[src/dtc_pkg.sv]
// What this block does
// - A rising edge of the calibration start bit launches calibration.
// - Format bit 7 picks two's complement (0) or offset binary (1).
// - Filter bit 7 switches sinc compensation in; resets off.
// - Filter bit 5 enables the gain stage; resets off.
// - Upsample field [2:0]: 000 is 1x, 011 is 4x, 100 is 8x; resets 000.
// - Rise stage count [5:4] sets how many counters delay the guard rise.
// - Polarity bit 2 clear: pin high when valid; set: high when invalid.
// - First rise counter delays rise 32 times its value; resets 0x0f.
// - Second rise counter adds 32 times its value; resets zero.
// - First fall counter delays fall 32 times its value; values below 0x12 are not clamped.
// - Second fall counter adds 32 times its value before the fall.
// - Temperature bit 0 powers the auxiliary converter; resets off.
package dtc_pkg;
  localparam logic [11:0] OFS_CAL_SEED = 12'h0ed;
  localparam logic [11:0] OFS_FORMAT = 12'h110;
  localparam logic [11:0] OFS_FILTER = 12'h111;
  localparam logic [11:0] OFS_UPSAMPLE = 12'h112;
  localparam logic [11:0] OFS_GUARD = 12'h11f;
  localparam logic [11:0] OFS_RISE_FIRST = 12'h121;
  localparam logic [11:0] OFS_RISE_SECOND = 12'h122;
  localparam logic [11:0] OFS_FALL_FIRST = 12'h123;
  localparam logic [11:0] OFS_FALL_SECOND = 12'h124;
  localparam logic [11:0] OFS_SETUP = 12'h12d;
  localparam logic [11:0] OFS_TEMP = 12'h12f;

  localparam int BIT_FORMAT = 7;
  localparam int BIT_SINC = 7;
  localparam int BIT_GAIN = 5;
  localparam int BIT_INVERT = 2;
  localparam int BIT_AUX = 0;

  localparam logic [7:0] RST_CAL_SEED = 8'ha6;
  localparam logic [1:0] RST_FALL_STAGES = 2'h2;
  localparam logic [1:0] RST_RISE_STAGES = 2'h0;
  localparam logic [1:0] RST_GUARD_RSVD = 2'h3;
  localparam logic [7:0] RST_RISE_FIRST = 8'h0f;
  localparam logic [7:0] RST_RISE_SECOND = 8'h00;
  localparam logic [7:0] RST_FALL_FIRST = 8'hff;
  localparam logic [7:0] RST_FALL_SECOND = 8'hff;
  localparam logic [7:0] RST_SETUP = 8'h46;
  localparam logic [6:0] RST_TEMP_RSVD = 7'h10;
  localparam logic [2:0] RST_UPSAMPLE = 3'h0;

  localparam logic [2:0] UP_1X = 3'h0;
  localparam logic [2:0] UP_2X = 3'h1;
  localparam logic [2:0] UP_4X = 3'h3;
  localparam logic [2:0] UP_8X = 3'h4;

  // Cycles per delay unit is 32, a shift of 5
  localparam int UNIT_SHIFT = 5;
  localparam int CHANNELS = 2;

  typedef struct packed {
    logic [1:0] riseStages;
    logic [1:0] fallStages;
    logic invert;
    logic [7:0] riseFirst;
    logic [7:0] riseSecond;
    logic [7:0] fallFirst;
    logic [7:0] fallSecond;
  } dtc_guard_cfg_t;
endpackage

[src/dtc_datapath_config.sv]
`timescale 1ns/1ps
`default_nettype none
module dtc_datapath_config
(
  input wire logic core_clk,
  input wire logic resetn,
  input wire logic regWrEn,
  input wire logic regRdEn,
  input wire logic [11:0] regAddr,
  input wire logic [7:0] regWrData,
  output logic [7:0] regRdData,
  output logic regRdValid,
  input wire logic [1:0] transmitEnablePin,
  input wire logic calStartBit,
  output logic calLaunch,
  output logic offsetBinary,
  output logic sincCompensationOn,
  output logic gainStageOn,
  output logic [2:0] upsampleFactor,
  output logic [3:0] upsampleRatio,
  output logic auxConverterOn,
  output logic [7:0] datapathSetup,
  output logic [7:0] calibrationSeed,
  output logic [1:0] guardOutputPin
);
  logic [7:0] calSeed_reg;
  logic [7:0] calSeed_next;
  logic format_reg;
  logic format_next;
  logic sinc_reg;
  logic sinc_next;
  logic gain_reg;
  logic gain_next;
  logic [2:0] upsample_reg;
  logic [2:0] upsample_next;
  logic [3:0] ratio_reg;
  logic [3:0] ratio_next;
  logic [7:0] guardCtrl_reg;
  logic [7:0] guardCtrl_next;
  logic [7:0] riseFirst_reg;
  logic [7:0] riseFirst_next;
  logic [7:0] riseSecond_reg;
  logic [7:0] riseSecond_next;
  logic [7:0] fallFirst_reg;
  logic [7:0] fallFirst_next;
  logic [7:0] fallSecond_reg;
  logic [7:0] fallSecond_next;
  logic [7:0] setup_reg;
  logic [7:0] setup_next;
  logic [7:0] temp_reg;
  logic [7:0] temp_next;
  logic [7:0] rdData_reg;
  logic [7:0] rdData_next;
  logic rdValid_reg;
  logic rdValid_next;
  dtc_pkg::dtc_guard_cfg_t guardCfg;

  // Register writes
  always_comb
  begin
    calSeed_next = calSeed_reg;
    format_next = format_reg;
    sinc_next = sinc_reg;
    gain_next = gain_reg;
    upsample_next = upsample_reg;
    guardCtrl_next = guardCtrl_reg;
    riseFirst_next = riseFirst_reg;
    riseSecond_next = riseSecond_reg;
    fallFirst_next = fallFirst_reg;
    fallSecond_next = fallSecond_reg;
    setup_next = setup_reg;
    temp_next = temp_reg;
    if (regWrEn)
    begin
      case (regAddr)
        dtc_pkg::OFS_CAL_SEED: calSeed_next = regWrData;
        dtc_pkg::OFS_FORMAT:
          format_next = regWrData[dtc_pkg::BIT_FORMAT];
        dtc_pkg::OFS_FILTER:
        begin
          sinc_next = regWrData[dtc_pkg::BIT_SINC];
          gain_next = regWrData[dtc_pkg::BIT_GAIN];
        end
        dtc_pkg::OFS_UPSAMPLE: upsample_next = regWrData[2:0];
        dtc_pkg::OFS_GUARD: guardCtrl_next = {regWrData[7:4], 1'b0,
          regWrData[2:0]};
        dtc_pkg::OFS_RISE_FIRST: riseFirst_next = regWrData;
        dtc_pkg::OFS_RISE_SECOND: riseSecond_next = regWrData;
        dtc_pkg::OFS_FALL_FIRST: fallFirst_next = regWrData;
        dtc_pkg::OFS_FALL_SECOND: fallSecond_next = regWrData;
        dtc_pkg::OFS_SETUP: setup_next = regWrData;
        dtc_pkg::OFS_TEMP: temp_next = regWrData;
        default: setup_next = setup_reg;
      endcase
    end
    // Upsampling ratio from the factor code
    case (upsample_next)
      dtc_pkg::UP_1X: ratio_next = 4'h1;
      dtc_pkg::UP_2X: ratio_next = 4'h2;
      dtc_pkg::UP_4X: ratio_next = 4'h4;
      dtc_pkg::UP_8X: ratio_next = 4'h8;
      default: ratio_next = 4'h1;
    endcase
  end

  always_ff @(posedge core_clk)
  begin
    if (!resetn)
    begin
      calSeed_reg <= dtc_pkg::RST_CAL_SEED;
      format_reg <= 1'b0;
      sinc_reg <= 1'b0;
      gain_reg <= 1'b0;
      upsample_reg <= dtc_pkg::RST_UPSAMPLE;
      ratio_reg <= 4'h1;
      guardCtrl_reg <= {dtc_pkg::RST_FALL_STAGES, dtc_pkg::RST_RISE_STAGES,
        2'h0, dtc_pkg::RST_GUARD_RSVD};
      riseFirst_reg <= dtc_pkg::RST_RISE_FIRST;
      riseSecond_reg <= dtc_pkg::RST_RISE_SECOND;
      fallFirst_reg <= dtc_pkg::RST_FALL_FIRST;
      fallSecond_reg <= dtc_pkg::RST_FALL_SECOND;
      setup_reg <= dtc_pkg::RST_SETUP;
      temp_reg <= {dtc_pkg::RST_TEMP_RSVD, 1'b0};
    end
    else
    begin
      calSeed_reg <= calSeed_next;
      format_reg <= format_next;
      sinc_reg <= sinc_next;
      gain_reg <= gain_next;
      upsample_reg <= upsample_next;
      ratio_reg <= ratio_next;
      guardCtrl_reg <= guardCtrl_next;
      riseFirst_reg <= riseFirst_next;
      riseSecond_reg <= riseSecond_next;
      fallFirst_reg <= fallFirst_next;
      fallSecond_reg <= fallSecond_next;
      setup_reg <= setup_next;
      temp_reg <= temp_next;
    end
  end

  // Register reads, answered one cycle later
  always_comb
  begin
    rdValid_next = regRdEn;
    rdData_next = 8'h00;
    if (regRdEn)
    begin
      case (regAddr)
        dtc_pkg::OFS_CAL_SEED: rdData_next = calSeed_reg;
        dtc_pkg::OFS_FORMAT: rdData_next = {format_reg, 7'h00};
        dtc_pkg::OFS_FILTER: rdData_next = {sinc_reg, 1'b0, gain_reg, 5'h00};
        dtc_pkg::OFS_UPSAMPLE: rdData_next = {5'h00, upsample_reg};
        dtc_pkg::OFS_GUARD: rdData_next = guardCtrl_reg;
        dtc_pkg::OFS_RISE_FIRST: rdData_next = riseFirst_reg;
        dtc_pkg::OFS_RISE_SECOND: rdData_next = riseSecond_reg;
        dtc_pkg::OFS_FALL_FIRST: rdData_next = fallFirst_reg;
        dtc_pkg::OFS_FALL_SECOND: rdData_next = fallSecond_reg;
        dtc_pkg::OFS_SETUP: rdData_next = setup_reg;
        dtc_pkg::OFS_TEMP: rdData_next = temp_reg;
        default: rdData_next = 8'h00;
      endcase
    end
  end

  always_ff @(posedge core_clk)
  begin
    if (!resetn)
    begin
      rdData_reg <= 8'h00;
      rdValid_reg <= 1'b0;
    end
    else
    begin
      rdData_reg <= rdData_next;
      rdValid_reg <= rdValid_next;
    end
  end

  // Stage field value 3 is treated as two stages
  always_comb
  begin
    guardCfg.fallStages = guardCtrl_reg[7:6];
    guardCfg.riseStages = guardCtrl_reg[5:4];
    guardCfg.invert = guardCtrl_reg[dtc_pkg::BIT_INVERT];
    guardCfg.riseFirst = riseFirst_reg;
    guardCfg.riseSecond = riseSecond_reg;
    guardCfg.fallFirst = fallFirst_reg;
    guardCfg.fallSecond = fallSecond_reg;
  end

  generate
    for (genvar ch = 0; ch < dtc_pkg::CHANNELS; ch++)
    begin : g_guard
      dtc_guard_seq u_seq
      (
        .core_clk(core_clk),
        .resetn(resetn),
        .txen(transmitEnablePin[ch]),
        .cfg(guardCfg),
        .valid(),
        .guardPin(guardOutputPin[ch])
      );
    end
  endgenerate

  dtc_rise_detect u_cal_start
  (
    .core_clk(core_clk),
    .resetn(resetn),
    .level(calStartBit),
    .pulse(calLaunch)
  );

  assign regRdData = rdData_reg;
  assign regRdValid = rdValid_reg;
  assign offsetBinary = format_reg;
  assign sincCompensationOn = sinc_reg;
  assign gainStageOn = gain_reg;
  assign upsampleFactor = upsample_reg;
  assign upsampleRatio = ratio_reg;
  assign auxConverterOn = temp_reg[dtc_pkg::BIT_AUX];
  assign datapathSetup = setup_reg;
  assign calibrationSeed = calSeed_reg;

  // Register write and decode checks
  a_format_write: assert property (@(posedge core_clk)
    disable iff (!resetn)
    (regWrEn && regAddr == dtc_pkg::OFS_FORMAT) |=>
    offsetBinary == $past(regWrData[7]))
    else $error("Sample format bit not taken");
  a_sinc_write: assert property (@(posedge core_clk)
    disable iff (!resetn)
    (regWrEn && regAddr == dtc_pkg::OFS_FILTER) |=>
    sincCompensationOn == $past(regWrData[7]))
    else $error("Sinc compensation bit not taken");
  a_gain_write: assert property (@(posedge core_clk)
    disable iff (!resetn)
    (regWrEn && regAddr == dtc_pkg::OFS_FILTER) |=>
    gainStageOn == $past(regWrData[5]))
    else $error("Gain stage bit not taken");
  a_ratio_map: assert property (@(posedge core_clk)
    disable iff (!resetn)
    (upsampleFactor == 3'h1) |-> upsampleRatio == 4'h2)
    else $error("Code 001 is not 2x");
  a_ratio_eight: assert property (@(posedge core_clk)
    disable iff (!resetn)
    (upsampleFactor == 3'h4) |-> upsampleRatio == 4'h8)
    else $error("Code 100 is not 8x");
  a_aux_write: assert property (@(posedge core_clk)
    disable iff (!resetn)
    (regWrEn && regAddr == dtc_pkg::OFS_TEMP) |=>
    auxConverterOn == $past(regWrData[0]))
    else $error("Aux converter enable not taken");
  a_seed_write: assert property (@(posedge core_clk)
    disable iff (!resetn)
    (regWrEn && regAddr == dtc_pkg::OFS_CAL_SEED) |=>
    calibrationSeed == $past(regWrData))
    else $error("Calibration seed not taken");
  a_setup_write: assert property (@(posedge core_clk)
    disable iff (!resetn)
    (regWrEn && regAddr == dtc_pkg::OFS_SETUP) |=>
    datapathSetup == $past(regWrData))
    else $error("Datapath setup not taken");
  a_factor_write: assert property (@(posedge core_clk)
    disable iff (!resetn)
    (regWrEn && regAddr == dtc_pkg::OFS_UPSAMPLE) |=>
    upsampleFactor == $past(regWrData[2:0]))
    else $error("Upsample factor not taken");
  a_ratio_four: assert property (@(posedge core_clk)
    disable iff (!resetn)
    (upsampleFactor == 3'h3) |-> upsampleRatio == 4'h4)
    else $error("Code 011 is not 4x");
  a_ratio_one: assert property (@(posedge core_clk)
    disable iff (!resetn)
    (upsampleFactor == 3'h0) |-> upsampleRatio == 4'h1)
    else $error("Code 000 is not 1x");
  a_rise_stages: assert property (@(posedge core_clk)
    disable iff (!resetn)
    (regWrEn && regAddr == dtc_pkg::OFS_GUARD) |=>
    guardCfg.riseStages == $past(regWrData[5:4]))
    else $error("Rise stage count not taken");
  a_invert_write: assert property (@(posedge core_clk)
    disable iff (!resetn)
    (regWrEn && regAddr == dtc_pkg::OFS_GUARD) |=>
    guardCfg.invert == $past(regWrData[2]))
    else $error("Guard polarity bit not taken");
  a_rise_count: assert property (@(posedge core_clk)
    disable iff (!resetn)
    (regWrEn && regAddr == dtc_pkg::OFS_RISE_FIRST) |=>
    guardCfg.riseFirst == $past(regWrData))
    else $error("First rise count not taken");
  a_fall_count: assert property (@(posedge core_clk)
    disable iff (!resetn)
    (regWrEn && regAddr == dtc_pkg::OFS_FALL_FIRST) |=>
    guardCfg.fallFirst == $past(regWrData))
    else $error("First fall count not taken");
  a_cal_single: assert property (@(posedge core_clk)
    disable iff (!resetn)
    calLaunch |=> !calLaunch)
    else $error("Calibration launch longer than one cycle");
endmodule
`default_nettype wire

[src/dtc_guard_seq.sv]
`timescale 1ns/1ps
`default_nettype none
module dtc_guard_seq
(
  input wire logic core_clk,
  input wire logic resetn,
  input wire logic txen,
  input wire dtc_pkg::dtc_guard_cfg_t cfg,
  output logic valid,
  output logic guardPin
);
  typedef enum logic [1:0] {GS_IDLE, GS_FIRST, GS_SECOND} dtc_gs_state_t;

  dtc_gs_state_t state_reg;
  dtc_gs_state_t state_next;
  logic txenPrev_reg;
  logic txenPrev_next;
  logic rising_reg;
  logic rising_next;
  logic [12:0] count_reg;
  logic [12:0] count_next;
  logic valid_reg;
  logic valid_next;
  logic pin_reg;
  logic pin_next;
  logic edgeSeen;
  logic [1:0] edgeStages;
  logic [7:0] edgeFirst;
  logic [1:0] curStages;
  logic [7:0] curSecond;

  always_comb
  begin
    edgeSeen = (txen != txenPrev_reg);
    edgeStages = txen ? cfg.riseStages : cfg.fallStages;
    edgeFirst = txen ? cfg.riseFirst : cfg.fallFirst;
    curStages = rising_reg ? cfg.riseStages : cfg.fallStages;
    curSecond = rising_reg ? cfg.riseSecond : cfg.fallSecond;
    state_next = state_reg;
    txenPrev_next = txen;
    rising_next = rising_reg;
    count_next = count_reg;
    valid_next = valid_reg;
    if (edgeSeen)
    begin
      rising_next = txen;
      if (edgeStages == 2'h0)
      begin
        valid_next = txen;
        state_next = GS_IDLE;
      end
      else
      begin
        state_next = GS_FIRST;
        count_next = {edgeFirst, 5'h00};
      end
    end
    else
    begin
      case (state_reg)
        GS_IDLE:
        begin
          count_next = count_reg;
        end
        GS_FIRST:
        begin
          if (count_reg != 13'h0000)
            count_next = count_reg - 13'h0001;
          else if (curStages >= 2'h2)
          begin
            state_next = GS_SECOND;
            count_next = {curSecond, 5'h00};
          end
          else
          begin
            state_next = GS_IDLE;
            valid_next = rising_reg;
          end
        end
        GS_SECOND:
        begin
          if (count_reg != 13'h0000)
            count_next = count_reg - 13'h0001;
          else
          begin
            state_next = GS_IDLE;
            valid_next = rising_reg;
          end
        end
        default:
        begin
          state_next = GS_IDLE;
        end
      endcase
    end
    pin_next = valid_reg ^ cfg.invert;
  end

  always_ff @(posedge core_clk)
  begin
    if (!resetn)
    begin
      state_reg <= GS_IDLE;
      txenPrev_reg <= 1'b0;
      rising_reg <= 1'b0;
      count_reg <= 13'h0000;
      valid_reg <= 1'b0;
      pin_reg <= 1'b0;
    end
    else
    begin
      state_reg <= state_next;
      txenPrev_reg <= txenPrev_next;
      rising_reg <= rising_next;
      count_reg <= count_next;
      valid_reg <= valid_next;
      pin_reg <= pin_next;
    end
  end

  assign valid = valid_reg;
  assign guardPin = pin_reg;

  a_stage_bypass: assert property (@(posedge core_clk)
    disable iff (!resetn)
    (edgeSeen && edgeStages == 2'h0) |=> valid_reg == $past(txen))
    else $error("Zero stage edge did not pass at once");
  a_first_load: assert property (@(posedge core_clk)
    disable iff (!resetn)
    (edgeSeen && edgeStages != 2'h0) |=>
    (state_reg == GS_FIRST && count_reg == {$past(edgeFirst), 5'h00}))
    else $error("First counter not loaded with 32 units");
  a_hold_first: assert property (@(posedge core_clk)
    disable iff (!resetn)
    (state_reg == GS_FIRST && count_reg != 13'h0000 && !edgeSeen) |=>
    $stable(valid_reg))
    else $error("Guard moved during first delay");
  a_chain_second: assert property (@(posedge core_clk)
    disable iff (!resetn)
    (state_reg == GS_FIRST && count_reg == 13'h0000 && !edgeSeen
    && curStages >= 2'h2) |=>
    (state_reg == GS_SECOND && count_reg == {$past(curSecond), 5'h00}))
    else $error("Second counter did not follow the first");
  a_second_end: assert property (@(posedge core_clk)
    disable iff (!resetn)
    (state_reg == GS_SECOND && count_reg == 13'h0000 && !edgeSeen) |=>
    (state_reg == GS_IDLE && valid_reg == $past(rising_reg)))
    else $error("Guard not settled after second delay");
  a_pin_polarity: assert property (@(posedge core_clk)
    disable iff (!resetn)
    $stable(valid_reg) && $stable(cfg.invert) |=>
    pin_reg == ($past(valid_reg) ^ $past(cfg.invert)))
    else $error("Guard pin polarity wrong");
endmodule
`default_nettype wire

[src/dtc_rise_detect.sv]
`timescale 1ns/1ps
`default_nettype none
module dtc_rise_detect
(
  input wire logic core_clk,
  input wire logic resetn,
  input wire logic level,
  output logic pulse
);
  logic prev_reg;
  logic prev_next;
  logic pulse_reg;
  logic pulse_next;

  always_comb
  begin
    prev_next = level;
    pulse_next = level & ~prev_reg;
  end

  always_ff @(posedge core_clk)
  begin
    if (!resetn)
    begin
      prev_reg <= 1'b0;
      pulse_reg <= 1'b0;
    end
    else
    begin
      prev_reg <= prev_next;
      pulse_reg <= pulse_next;
    end
  end

  assign pulse = pulse_reg;

  a_start_edge: assert property (@(posedge core_clk)
    disable iff (!resetn)
    (level && !$past(level) && $past(resetn)) |=> pulse_reg)
    else $error("Start edge did not launch");
endmodule
`default_nettype wire

[config.mk]
export PLATFORM = sky130hd
export DESIGN_NAME = dtc_datapath_config
export DESIGN_NICKNAME = d
export VERILOG_FILES = /design/src/dtc_pkg.sv /design/src/dtc_datapath_config.sv /design/src/dtc_guard_seq.sv /design/src/dtc_rise_detect.sv
export SDC_FILE = /design/constraint.sdc
export NUM_CORES = 1
export LEC_CHECK = 0
export BUFFER_PORTS_ARGS = -buffer_cell sky130_fd_sc_hd__buf_2
export CORE_UTILIZATION = 30
export DETAILED_ROUTE_END_ITERATION = 8
export MAX_ROUTING_LAYER = met4
export RECOVER_POWER = 50
export SETUP_SLACK_MARGIN = 0.1
export SYNTH_ARGS = -nofsm -noshare
export SYNTH_HDL_FRONTEND = slang
export SYNTH_SLANG_ARGS = --single-unit
[constraint.sdc]
create_clock -name core_clk -period 7.3 [get_ports core_clk]
set_clock_uncertainty 0.15 [all_clocks]
set_input_delay 0.73 -clock core_clk [delete_from_list [all_inputs] [get_ports core_clk]]
set_output_delay 0.73 -clock core_clk [all_outputs]
set_load 0.01 [all_outputs]
==> flow_metrics.env, run 1 <==
export IMPL_status="finished, violations left"
export IMPL_violations="max-capacitance violations, max-slew violations"
export IMPL_postSynthAreaPerCell_um2=8.09
export IMPL_overflow=0
export IMPL_synthFlopType="dfxtp_1"
export IMPL_syn2layout_area_growth_pct=17.0
export IMPL_synth_area_um2=6380
export IMPL_yosysTopAreaCell="dfxtp_1"
export IMPL_cts_repair_resized=0
export IMPL_hold_violations=0
export IMPL_ctsHtreeMaxLevel=4
export IMPL_start_util_pct=31.0
export IMPL_worstReg2RegStart="g_guard[1].u_seq.count_reg[0]$_SDFFE_PN0P_"
export IMPL_grt_pass1_vias=5667
export IMPL_cts_tree="yes"
export IMPL_p_per_area_nw_per_um2=249
export IMPL_endpoint_kind="flop"
export IMPL_dpl_instance_area_um2=6880
export IMPL_finalSetupTns_ns=0
export IMPL_insertedDiodeCount=0
export IMPL_numCtsBuffers=17
export IMPL_clk_latency_ns=0.43
export IMPL_die_h_um=148
export IMPL_critPathKind="in -> reg"
export IMPL_hpwlAfterDp_um=14000
export IMPL_power_leakage_nw=2.86
export IMPL_grt_start_max_net_pins=59
export IMPL_rsz0062_at_grt="false"
export IMPL_setup_viol=0
export IMPL_clk_path_buf_depth=2
export IMPL_swShare_pct=27.0
export IMPL_slew_headroom_pct=-81.5
export IMPL_fin_crit_sh_pct=61.0
export IMPL_cts_sinks=122
export IMPL_clkSlewWorstSetupHoldPaths_ns=0.06
export IMPL_min_path_type="reg -> reg"
export IMPL_drtIter0Drc=623
export IMPL_first_pass_iters=6
export IMPL_postCtsHoldBufs=0
export IMPL_rows=52
export IMPL_crit_fanout=58
export IMPL_ys_types=60
export IMPL_async_reset_ff_share_pct=0
export IMPL_p_int_mw=1.36
export IMPL_cts_setup_buffers=0
export IMPL_combinationalPowerShare_pct=13.3
export IMPL_slew_violations=78
export IMPL_die_area_um2=21800
export IMPL_viasPerCell=5.62
export IMPL_io_pins=66
export IMPL_drc=0
export IMPL_antenna_found_initial=0
export IMPL_nFillCells=2163
export IMPL_wl_per_cell_um=18.5
export IMPL_drive_gt1_share_pct=10.5
export IMPL_stdcell_area_um2=7460
export IMPL_via_count=6213
export IMPL_grt_pass1_wl_um=32100
export IMPL_port_buffers=65
export IMPL_synth_area_leaders="dfxtp_1 38%, mux2i_1 6.4%, nand3_1 6.2%"
export IMPL_tightest_slew_ns=2.72
export IMPL_largest_register_ffs=26
export IMPL_die_w_um=148
export IMPL_critPathArrivalTime_ns=4.66
export IMPL_worstHoldStart="u_cal_start.prev_reg$_SDFF_PN0_"
export IMPL_max_freq_mhz=225
export IMPL_route_antenna_remaining_nets=0
export IMPL_pwr_share_seq_pct=37.8
export IMPL_wl_um=20500
export IMPL_period_needed_ns=4.45
export IMPL_syn_nets=825
export IMPL_peakVddDrop_mv=0.137
export IMPL_grt_usage_pct=19.8
export IMPL_ys_seq_area_share_pct=38.3
export IMPL_coreArea_um2=20600
export IMPL_cp_required_ns=7.50
export IMPL_holdWs_ns=0.230
export IMPL_start_kind="input port"
export IMPL_synth_top_area_share_pct=38.3
export IMPL_total_power_mw=1.86
export IMPL_drv_cap=2
export IMPL_nNetsFinal=860
export IMPL_cts_root_buffer="clkbuf_16"
export IMPL_gp_congestion=0.919
export IMPL_clockPowerShare_pct=48.9
export IMPL_postSynthCellCount=788
export IMPL_ys_seq_elements=122
export IMPL_critPathLaunch="resetn"
export IMPL_ys_warn_count=0
export IMPL_synth_edff_count=0
export IMPL_p_sw_mw=0.502
-- final timing paths --
path,end,slack (ns),cells past startpoint
max reg2reg,g_guard[1].u_seq.count_reg[7]$_SDFFE_PN0P_,3.94,8
min reg2reg,u_cal_start.pulse$_SDFF_PN0_,0.23,1
min,u_cal_start.pulse$_SDFF_PN0_,0.23,1
max,g_guard[0].u_seq.count_reg[7]$_SDFFE_PN0P_,2.85,7
-- power by group through the flow --
| stage | registers (mW) | logic [mW] | clock network (mW) |
|---|---|---|---|
| 3_3_place_gp | 0.717 | 0.242 | 0 |
| 2_1_floorplan | 0.709 | 0.188 | 0 |
| 6_report | 0.703 | 0.248 | 0.908 |
| 3_5_place_dp | 0.717 | 0.242 | 0 |
| 5_1_grt | 0.705 | 0.271 | 0.954 |
| 4_1_cts | 0.703 | 0.245 | 0.920 |
-- layout make-up --
type / count / area, um2 / share of cell area, %
Inverter: 20 / 75.1 / 1.01
Clock buffer: 18 / 439 / 5.88
Timing Repair Buffer: 71 / 318 / 4.26
Sequential cell: 122 / 2440 / 32.7
Clock inverter: 14 / 194 / 2.60
Tap cell: 270 / 338 / 4.53
Multi-Input combinational cell: 591 / 3660 / 49.0
-- cell usage in the layout (no fill, tap or decap), types with 5 or more instances in the layout --
| master | count |
|---|---|
| mux2i_1 | 41 |
| ha_1 | 10 |
| or3_1 | 5 |
| clkbuf_16 | 17 |
| nor4_1 | 7 |
| buf_4 | 5 |
| xnor2_1 | 8 |
| nand2_1 | 87 |
| a21oi_1 | 53 |
| o21a_1 | 5 |
| inv_1 | 20 |
| dfxtp_1 | 122 |
| nor2_1 | 55 |
| xor2_1 | 6 |
| nand3_1 | 79 |
| clkinvlp_4 | 5 |
| o211ai_1 | 8 |
| nor4b_2 | 5 |
| nor2b_1 | 12 |
| clkbuf_1 | 40 |
| a22oi_1 | 30 |
| o21ai_0 | 37 |
| nor3_1 | 21 |
| buf_2 | 26 |
| nand4_1 | 10 |
| a221oi_1 | 10 |
| a31oi_1 | 14 |
| and3_1 | 7 |
| a211oi_1 | 8 |
| mux2_2 | 8 |
-- synth_stat cells (4+ instances only) --
cell type / number
or4_1: 4
a31oi_1: 14
buf_1: 5
xnor2_1: 8
inv_1: 20
ha_1: 10
nand3_1: 79
nor2_1: 55
nand4_1: 10
nor3_1: 21
a21oi_1: 53
o21a_1: 5
mux2i_1: 41
clkbuf_1: 48
xor2_1: 6
nor4_1: 7
a221oi_1: 10
a211oi_1: 8
and3_1: 7
nand2_1: 87
o21ai_0: 36
or3_1: 5
dfxtp_1: 122
or3b_2: 4
nor3b_1: 4
a22oi_1: 30
and2_1: 6
o211ai_1: 8
mux2_2: 8
nor2b_1: 12
-- kinds of logic after synthesis --
group	after synthesis	share of synthesized area, %
AO/OA/AOI/OAI	193	19.5
XOR/XNOR	14	1.92
adder cells (fa/ha/maj)	11	2.12
buffers and inverters	75	4.53
flip-flops	122	38.3
multiplexers	49	7.85
AND/OR/NAND/NOR	324	25.8
-- worst max-delay path, cell delays in order --
cell and delay (ns):
buf_2 0.07, clkbuf_1 1.92, inv_1 0.91, buf_4 0.56, a31oi_1 0.20, o21ai_0 0.10, a21oi_1 0.13
-- layer usage --
| metal | track usage [%] | wire, um |
|---|---|---|
| met1 | 26.4 | 9630 |
| met2 | 29.3 | 9220 |
| met3 | 4.38 | 1290 |
| met4 | 6.65 | 307 |
| met5 | - | 0 |
-- through the flow --
| step | cells | utilization [%] | setup slack [ns] |
|---|---|---|---|
| global placement | 1074 | 33.5 | 3.58 |
| global route | 1106 | 36.3 | 2.41 |
| floorplan | 788 | - | 4.44 |
| detailed placement | 1074 | 33.5 | 3.44 |
| finish | 1106 | 36.3 | 2.85 |
| CTS | 1106 | 36.6 | 3.86 |
(Power assumes the default switching activity.)
==> inputs of run 2 (changes only) <==
==> constraint.sdc (replaced) <==
create_clock -name core_clk -period 4.1 [get_ports core_clk]
set_clock_uncertainty 0.15 [all_clocks]
set_input_delay 0.41 -clock core_clk [delete_from_list [all_inputs] [get_ports core_clk]]
set_output_delay 0.41 -clock core_clk [all_outputs]
set_load 0.01 [all_outputs]
==> flow_metrics.env, run 2 (same netlist as run 1, synthesis figures left out) <==
export IMPL_status="finished, violations left"
export IMPL_violations="max-capacitance violations, max-slew violations"
export IMPL_ctsHtreeMaxLevel=4
export IMPL_die_h_um=148
export IMPL_drc=0
export IMPL_slew_headroom_pct=-65.9
export IMPL_hold_violations=0
export IMPL_rsz0062_at_grt="false"
export IMPL_power_leakage_nw=2.88
export IMPL_grt_pass1_vias=5677
export IMPL_clkSlewWorstSetupHoldPaths_ns=0.06
export IMPL_p_int_mw=2.37
export IMPL_endpoint_kind="flop"
export IMPL_largest_register_ffs=26
export IMPL_io_pins=66
export IMPL_peakVddDrop_mv=0.305
export IMPL_insertedDiodeCount=0
export IMPL_grtUsageMet2_pct=29.1
export IMPL_r2r_slack_ns=1.04
export IMPL_layout_common_cells="122 x dfxtp_1, 87 x nand2_1, 79 x nand3_1, 55 x nor2_1, 53 x a21oi_1"
export IMPL_hpwlAfterDp_um=14200
export IMPL_crit_fanout=21
export IMPL_wl_um=20500
export IMPL_total_power_mw=3.25
export IMPL_cp_required_ns=4.22
export IMPL_grt_start_max_net_pins=54
export IMPL_fin_crit_sh_pct=74.8
export IMPL_clockPowerShare_pct=47.6
export IMPL_cts_repair_resized=0
export IMPL_first_pass_iters=5
export IMPL_drv_cap=2
export IMPL_critPathArrivalTime_ns=3.18
export IMPL_dpl_instance_area_um2=6940
export IMPL_tightest_slew_ns=2.49
export IMPL_utilization_pct=36.3
export IMPL_cp_top_family="simple AND/OR/NAND/NOR gates"
export IMPL_setup_ws_ns=1.04
export IMPL_holdWs_ns=0.0821
export IMPL_coreArea_um2=20600
export IMPL_drtIter0Drc=796
export IMPL_p_per_area_nw_per_um2=435
export IMPL_numCtsBuffers=17
export IMPL_drive_gt1_share_pct=10.3
export IMPL_grt_pass1_wl_um=32100
export IMPL_crit_slowest_cell="or4_4"
export IMPL_nNetsFinal=868
export IMPL_path_cells="or4_4, or4_1, o31ai_1, nand2_1, o21ai_0, a31oi_1"
export IMPL_rows=52
export IMPL_stdcell_area_um2=7470
export IMPL_start_util_pct=31.0
export IMPL_postCtsHoldBufs=0
export IMPL_via_count=6215
export IMPL_pwr_share_seq_pct=38.5
export IMPL_busiest_layer="met2"
export IMPL_die_area_um2=21800
export IMPL_die_w_um=148
export IMPL_grt_usage_pct=19.6
export IMPL_syn2layout_area_growth_pct=17.2
export IMPL_slew_violations=54
export IMPL_swShare_pct=27.0
export IMPL_max_freq_mhz=326
export IMPL_route_antenna_remaining_nets=0
export IMPL_setup_viol=0
export IMPL_cts_tree="yes"
export IMPL_clk_latency_ns=0.42
export IMPL_viasPerCell=5.58
export IMPL_grtUsageMet1_pct=26.5
export IMPL_finalSetupTns_ns=0
export IMPL_gp_congestion=0.925
export IMPL_final_common_cell="dfxtp_1"
export IMPL_wl_per_cell_um=18.4
export IMPL_antenna_found_initial=0
export IMPL_p_sw_mw=0.878
export IMPL_cts_sinks=122
export IMPL_use_met3_pct=4.48
export IMPL_dp_slack_ns=1.15
export IMPL_port_buffers=65
export IMPL_period_needed_ns=3.06
export IMPL_final_cells=1114
export IMPL_cts_setup_buffers=0
export IMPL_min_path_type="in -> reg"
export IMPL_combinationalPowerShare_pct=13.8
export IMPL_clk_path_buf_depth=2
export IMPL_overflow=0
export IMPL_critPathKind="reg -> reg"
export IMPL_start_kind="flop"
export IMPL_cts_root_buffer="clkbuf_16"
export IMPL_critical_path_max_stage_delay_ns=0.58
export IMPL_cp_buffers_inverters=0
export IMPL_place_inst=1082
==> run 2: cell types whose count changed in the layout (fill, tap and decap cells not counted), sizes merged <==
cell / change
buf: +3
bufinv: -1
clkbuf: +8
clkinv: +3
clkinvlp: -2
inv: -3
==> run 2: routing by layer <==
layer | vias up | routed length (um)
met5 | - | 0
met1 | 2978 | 9500
met4 | 0 | 333
li1 | 2977 | -
met2 | 237 | 9210
met3 | 23 | 1470
==> run 2: final cells by class <==
| cell class | count | area (um2) |
|---|---|---|
| Fill cell | 2209 | 13100 |
| Inverter | 20 | 75.1 |
| Timing Repair Buffer | 79 | 367 |
| Multi-Input combinational cell | 591 | 3650 |
| Clock inverter | 11 | 145 |
| Clock buffer | 21 | 460 |
| Tap cell | 270 | 338 |
| Sequential cell | 122 | 2440 |
==> run 2: final timing paths <==
path                                                   start                                           to  cells past startpoint
setup / recovery  g_guard[0].u_seq.count_reg[4]$_SDFFE_PN0P_  g_guard[0].u_seq.count_reg[12]$_SDFFE_PN0P_                      6
hold / removal                                   calStartBit              u_cal_start.prev_reg$_SDFF_PN0_                      2
hold reg to reg              u_cal_start.prev_reg$_SDFF_PN0_                 u_cal_start.pulse$_SDFF_PN0_                      1
setup reg to reg  g_guard[0].u_seq.count_reg[4]$_SDFFE_PN0P_  g_guard[0].u_seq.count_reg[12]$_SDFFE_PN0P_                      6
==> run 2: power by group through the flow <==
stage	combinational [mW]	clock, mW	sequential [mW]
floorplan	0.335	0	1.26
global placement	0.442	0	1.28
detailed placement	0.442	0	1.28
CTS	0.446	1.57	1.25
global route	0.494	1.62	1.26
finish	0.450	1.55	1.25
==> inputs of run 3 (changes only) <==
==> constraint.sdc (replaced) <==
create_clock -name core_clk -period 2.6 [get_ports core_clk]
set_clock_uncertainty 0.15 [all_clocks]
set_input_delay 0.26 -clock core_clk [delete_from_list [all_inputs] [get_ports core_clk]]
set_output_delay 0.26 -clock core_clk [all_outputs]
set_load 0.01 [all_outputs]
==> flow_metrics.env, run 3 (same netlist as run 1, synthesis figures left out) <==
export IMPL_cp_top_family="simple AND/OR/NAND/NOR gates"
export IMPL_status="finished, violations left"
export IMPL_drtIter0Drc=730
export IMPL_holdPathStages=2
export IMPL_max_freq_mhz=393
export IMPL_die_w_um=148
export IMPL_nNetsFinal=903
export IMPL_utilization_pct=38.1
export IMPL_hold_violations=0
export IMPL_cts_tree="yes"
export IMPL_antenna_found_initial=0
export IMPL_critPathKind="reg -> reg"
export IMPL_violations="max-capacitance violations, max-slew violations"
export IMPL_critPathArrivalTime_ns=2.74
export IMPL_wl_per_cell_um=18.0
export IMPL_coreArea_um2=20600
export IMPL_cts_sinks=122
export IMPL_io_pins=66
export IMPL_hpwlAfterDp_um=14700
export IMPL_clk_path_buf_depth=2
export IMPL_insertedDiodeCount=0
export IMPL_overflow=0
export IMPL_first_pass_iters=6
export IMPL_power_leakage_nw=3.06
export IMPL_slew_headroom_pct=-26.7
export IMPL_cp_common_cell="or3_4"
export IMPL_crit_fanout=5
export IMPL_tightest_slew_ns=1.90
export IMPL_grt_pass1_wl_um=32700
export IMPL_viasPerCell=5.54
export IMPL_dp_slack_ns=0.0481
export IMPL_peakVddDrop_mv=0.342
export IMPL_cp_required_ns=2.80
export IMPL_period_needed_ns=2.55
export IMPL_grt_start_max_net_pins=42
export IMPL_slew_violations=42
export IMPL_die_h_um=148
export IMPL_rows=52
export IMPL_largest_register_ffs=26
export IMPL_p_per_area_nw_per_um2=684
export IMPL_numCtsBuffers=17
export IMPL_ctsHtreeMaxLevel=4
export IMPL_port_buffers=65
export IMPL_rsz0062_at_grt="true"
export IMPL_endpoint_kind="flop"
export IMPL_setup_ws_ns=0.0549
export IMPL_via_count=6368
export IMPL_die_area_um2=21800
export IMPL_start_util_pct=31.0
export IMPL_cp_buffers_inverters=0
export IMPL_start_kind="flop"
export IMPL_clk_latency_ns=0.43
export IMPL_route_antenna_remaining_nets=0
export IMPL_fin_crit_sh_pct=97.9
export IMPL_drv_cap=1
export IMPL_cts_root_buffer="clkbuf_16"
export IMPL_path_cells="or4_4, or3_4, or3_4, or4b_4, a211oi_2"
export IMPL_nFillCells=2168
export IMPL_grt_pass1_vias=5748
export IMPL_syn2layout_area_growth_pct=22.7
export IMPL_gp_congestion=0.876
export IMPL_layout_common_cells="120 x dfxtp_1, 86 x nand2_1, 79 x nand3_1, 55 x nor2_1, 53 x a21oi_1"
export IMPL_crit_slowest_cell="or4_4"
export IMPL_clkSlewWorstSetupHoldPaths_ns=0.06
export IMPL_drc=0
export IMPL_finalSetupTns_ns=0
export IMPL_grt_usage_pct=19.8
export IMPL_setup_viol=0
export IMPL_wl_um=20700
export IMPL_final_common_cell="dfxtp_1"
export IMPL_drive_gt1_share_pct=14.3
export IMPL_critical_path_max_stage_delay_ns=0.55
export IMPL_rr_worst_depth=5
export IMPL_min_path_type="in -> reg"
export IMPL_crit_cells=5
-- run 3: changes by cell type in the layout (fill, tap and decap cells not counted), sizes merged --
cell         previous run  this run
dlygate4sd3             0         3
bufinv                  3         4
clkinvlp                3         4
clkinv                  5         1
buf                    34        60
clkbuf                 66        70
inv                    20        24
-- run 3: final timing paths --
path,slack (ns),end,from
min,0.02,g_guard[0].u_seq.txenPrev_reg$_SDFF_PN0_,transmitEnablePin[0]
max,0.05,g_guard[0].u_seq.state_reg[1]$_SDFFE_PN0P_,g_guard[0].u_seq.count_reg[5]$_SDFFE_PN0P_
max reg2reg,0.05,g_guard[0].u_seq.state_reg[1]$_SDFFE_PN0P_,g_guard[0].u_seq.count_reg[5]$_SDFFE_PN0P_
min reg2reg,0.23,u_cal_start.pulse$_SDFF_PN0_,u_cal_start.prev_reg$_SDFF_PN0_
-- run 3: layout make-up --
type / count / area (um2) / share of cell area (%)
flip-flops and latches: 122 / 2440 / 31.2
multi-input cells: 591 / 3690 / 47.2
clock buffers: 19 / 443 / 5.66
inverters: 20 / 75.1 / 0.959
well taps: 270 / 338 / 4.32
repair buffers: 114 / 643 / 8.22
clock inverters: 13 / 190 / 2.43
-- run 3: report_power, final --
part / switching [mW] / leakage [nW] / total [mW] / internal, mW
registers: 0.0467 / 0.991 / 1.96 / 1.92
logic: 0.473 / 1.77 / 0.812 / 0.339
clock network: 0.941 / 0.297 / 2.58 / 1.64
total: 1.46 / 3.06 / 5.35 / 3.89
-- run 3: through the flow --
step / total power [mW] / hold slack [ns] / area, um2 / instances
after floorplan: 2.53 / 0.217 / 6380 / 788
after global placement: 2.77 / 0.220 / 7210 / 1113
after detailed placement: 2.77 / 0.229 / 7210 / 1113
after CTS: 5.36 / 0.00959 / 7890 / 1149
after global routing: 5.54 / 0.0346 / 7830 / 1149
final: 5.35 / 0.0212 / 7830 / 1149
-- run 3: metal layers --
metal | vias to the layer above | GRT usage, % | routed length, um
met2 | 212 | 29.4 | 9440
met3 | 24 | 4.32 | 1160
met4 | 0 | 5.05 | 323
li1 | 3048 | - | -
met5 | - | - | 0
met1 | 3084 | 27.1 | 9750
-- run 3: timing repair --
action	4_1_cts	5_1_grt
pin swaps	1	6
hold buffers	3	0
endpoints found under the hold margin	3	0
buffers inserted	1	0
resized for setup	2	11
endpoints found under the setup margin	2	14
-- run 3: worst register-to-register path, stage by stage, from the launching register on --
cell and delay (ns):
dfxtp_1 0.31, or4_4 0.55, or3_4 0.36, or3_4 0.40
or4b_4 0.52, a211oi_2 0.18
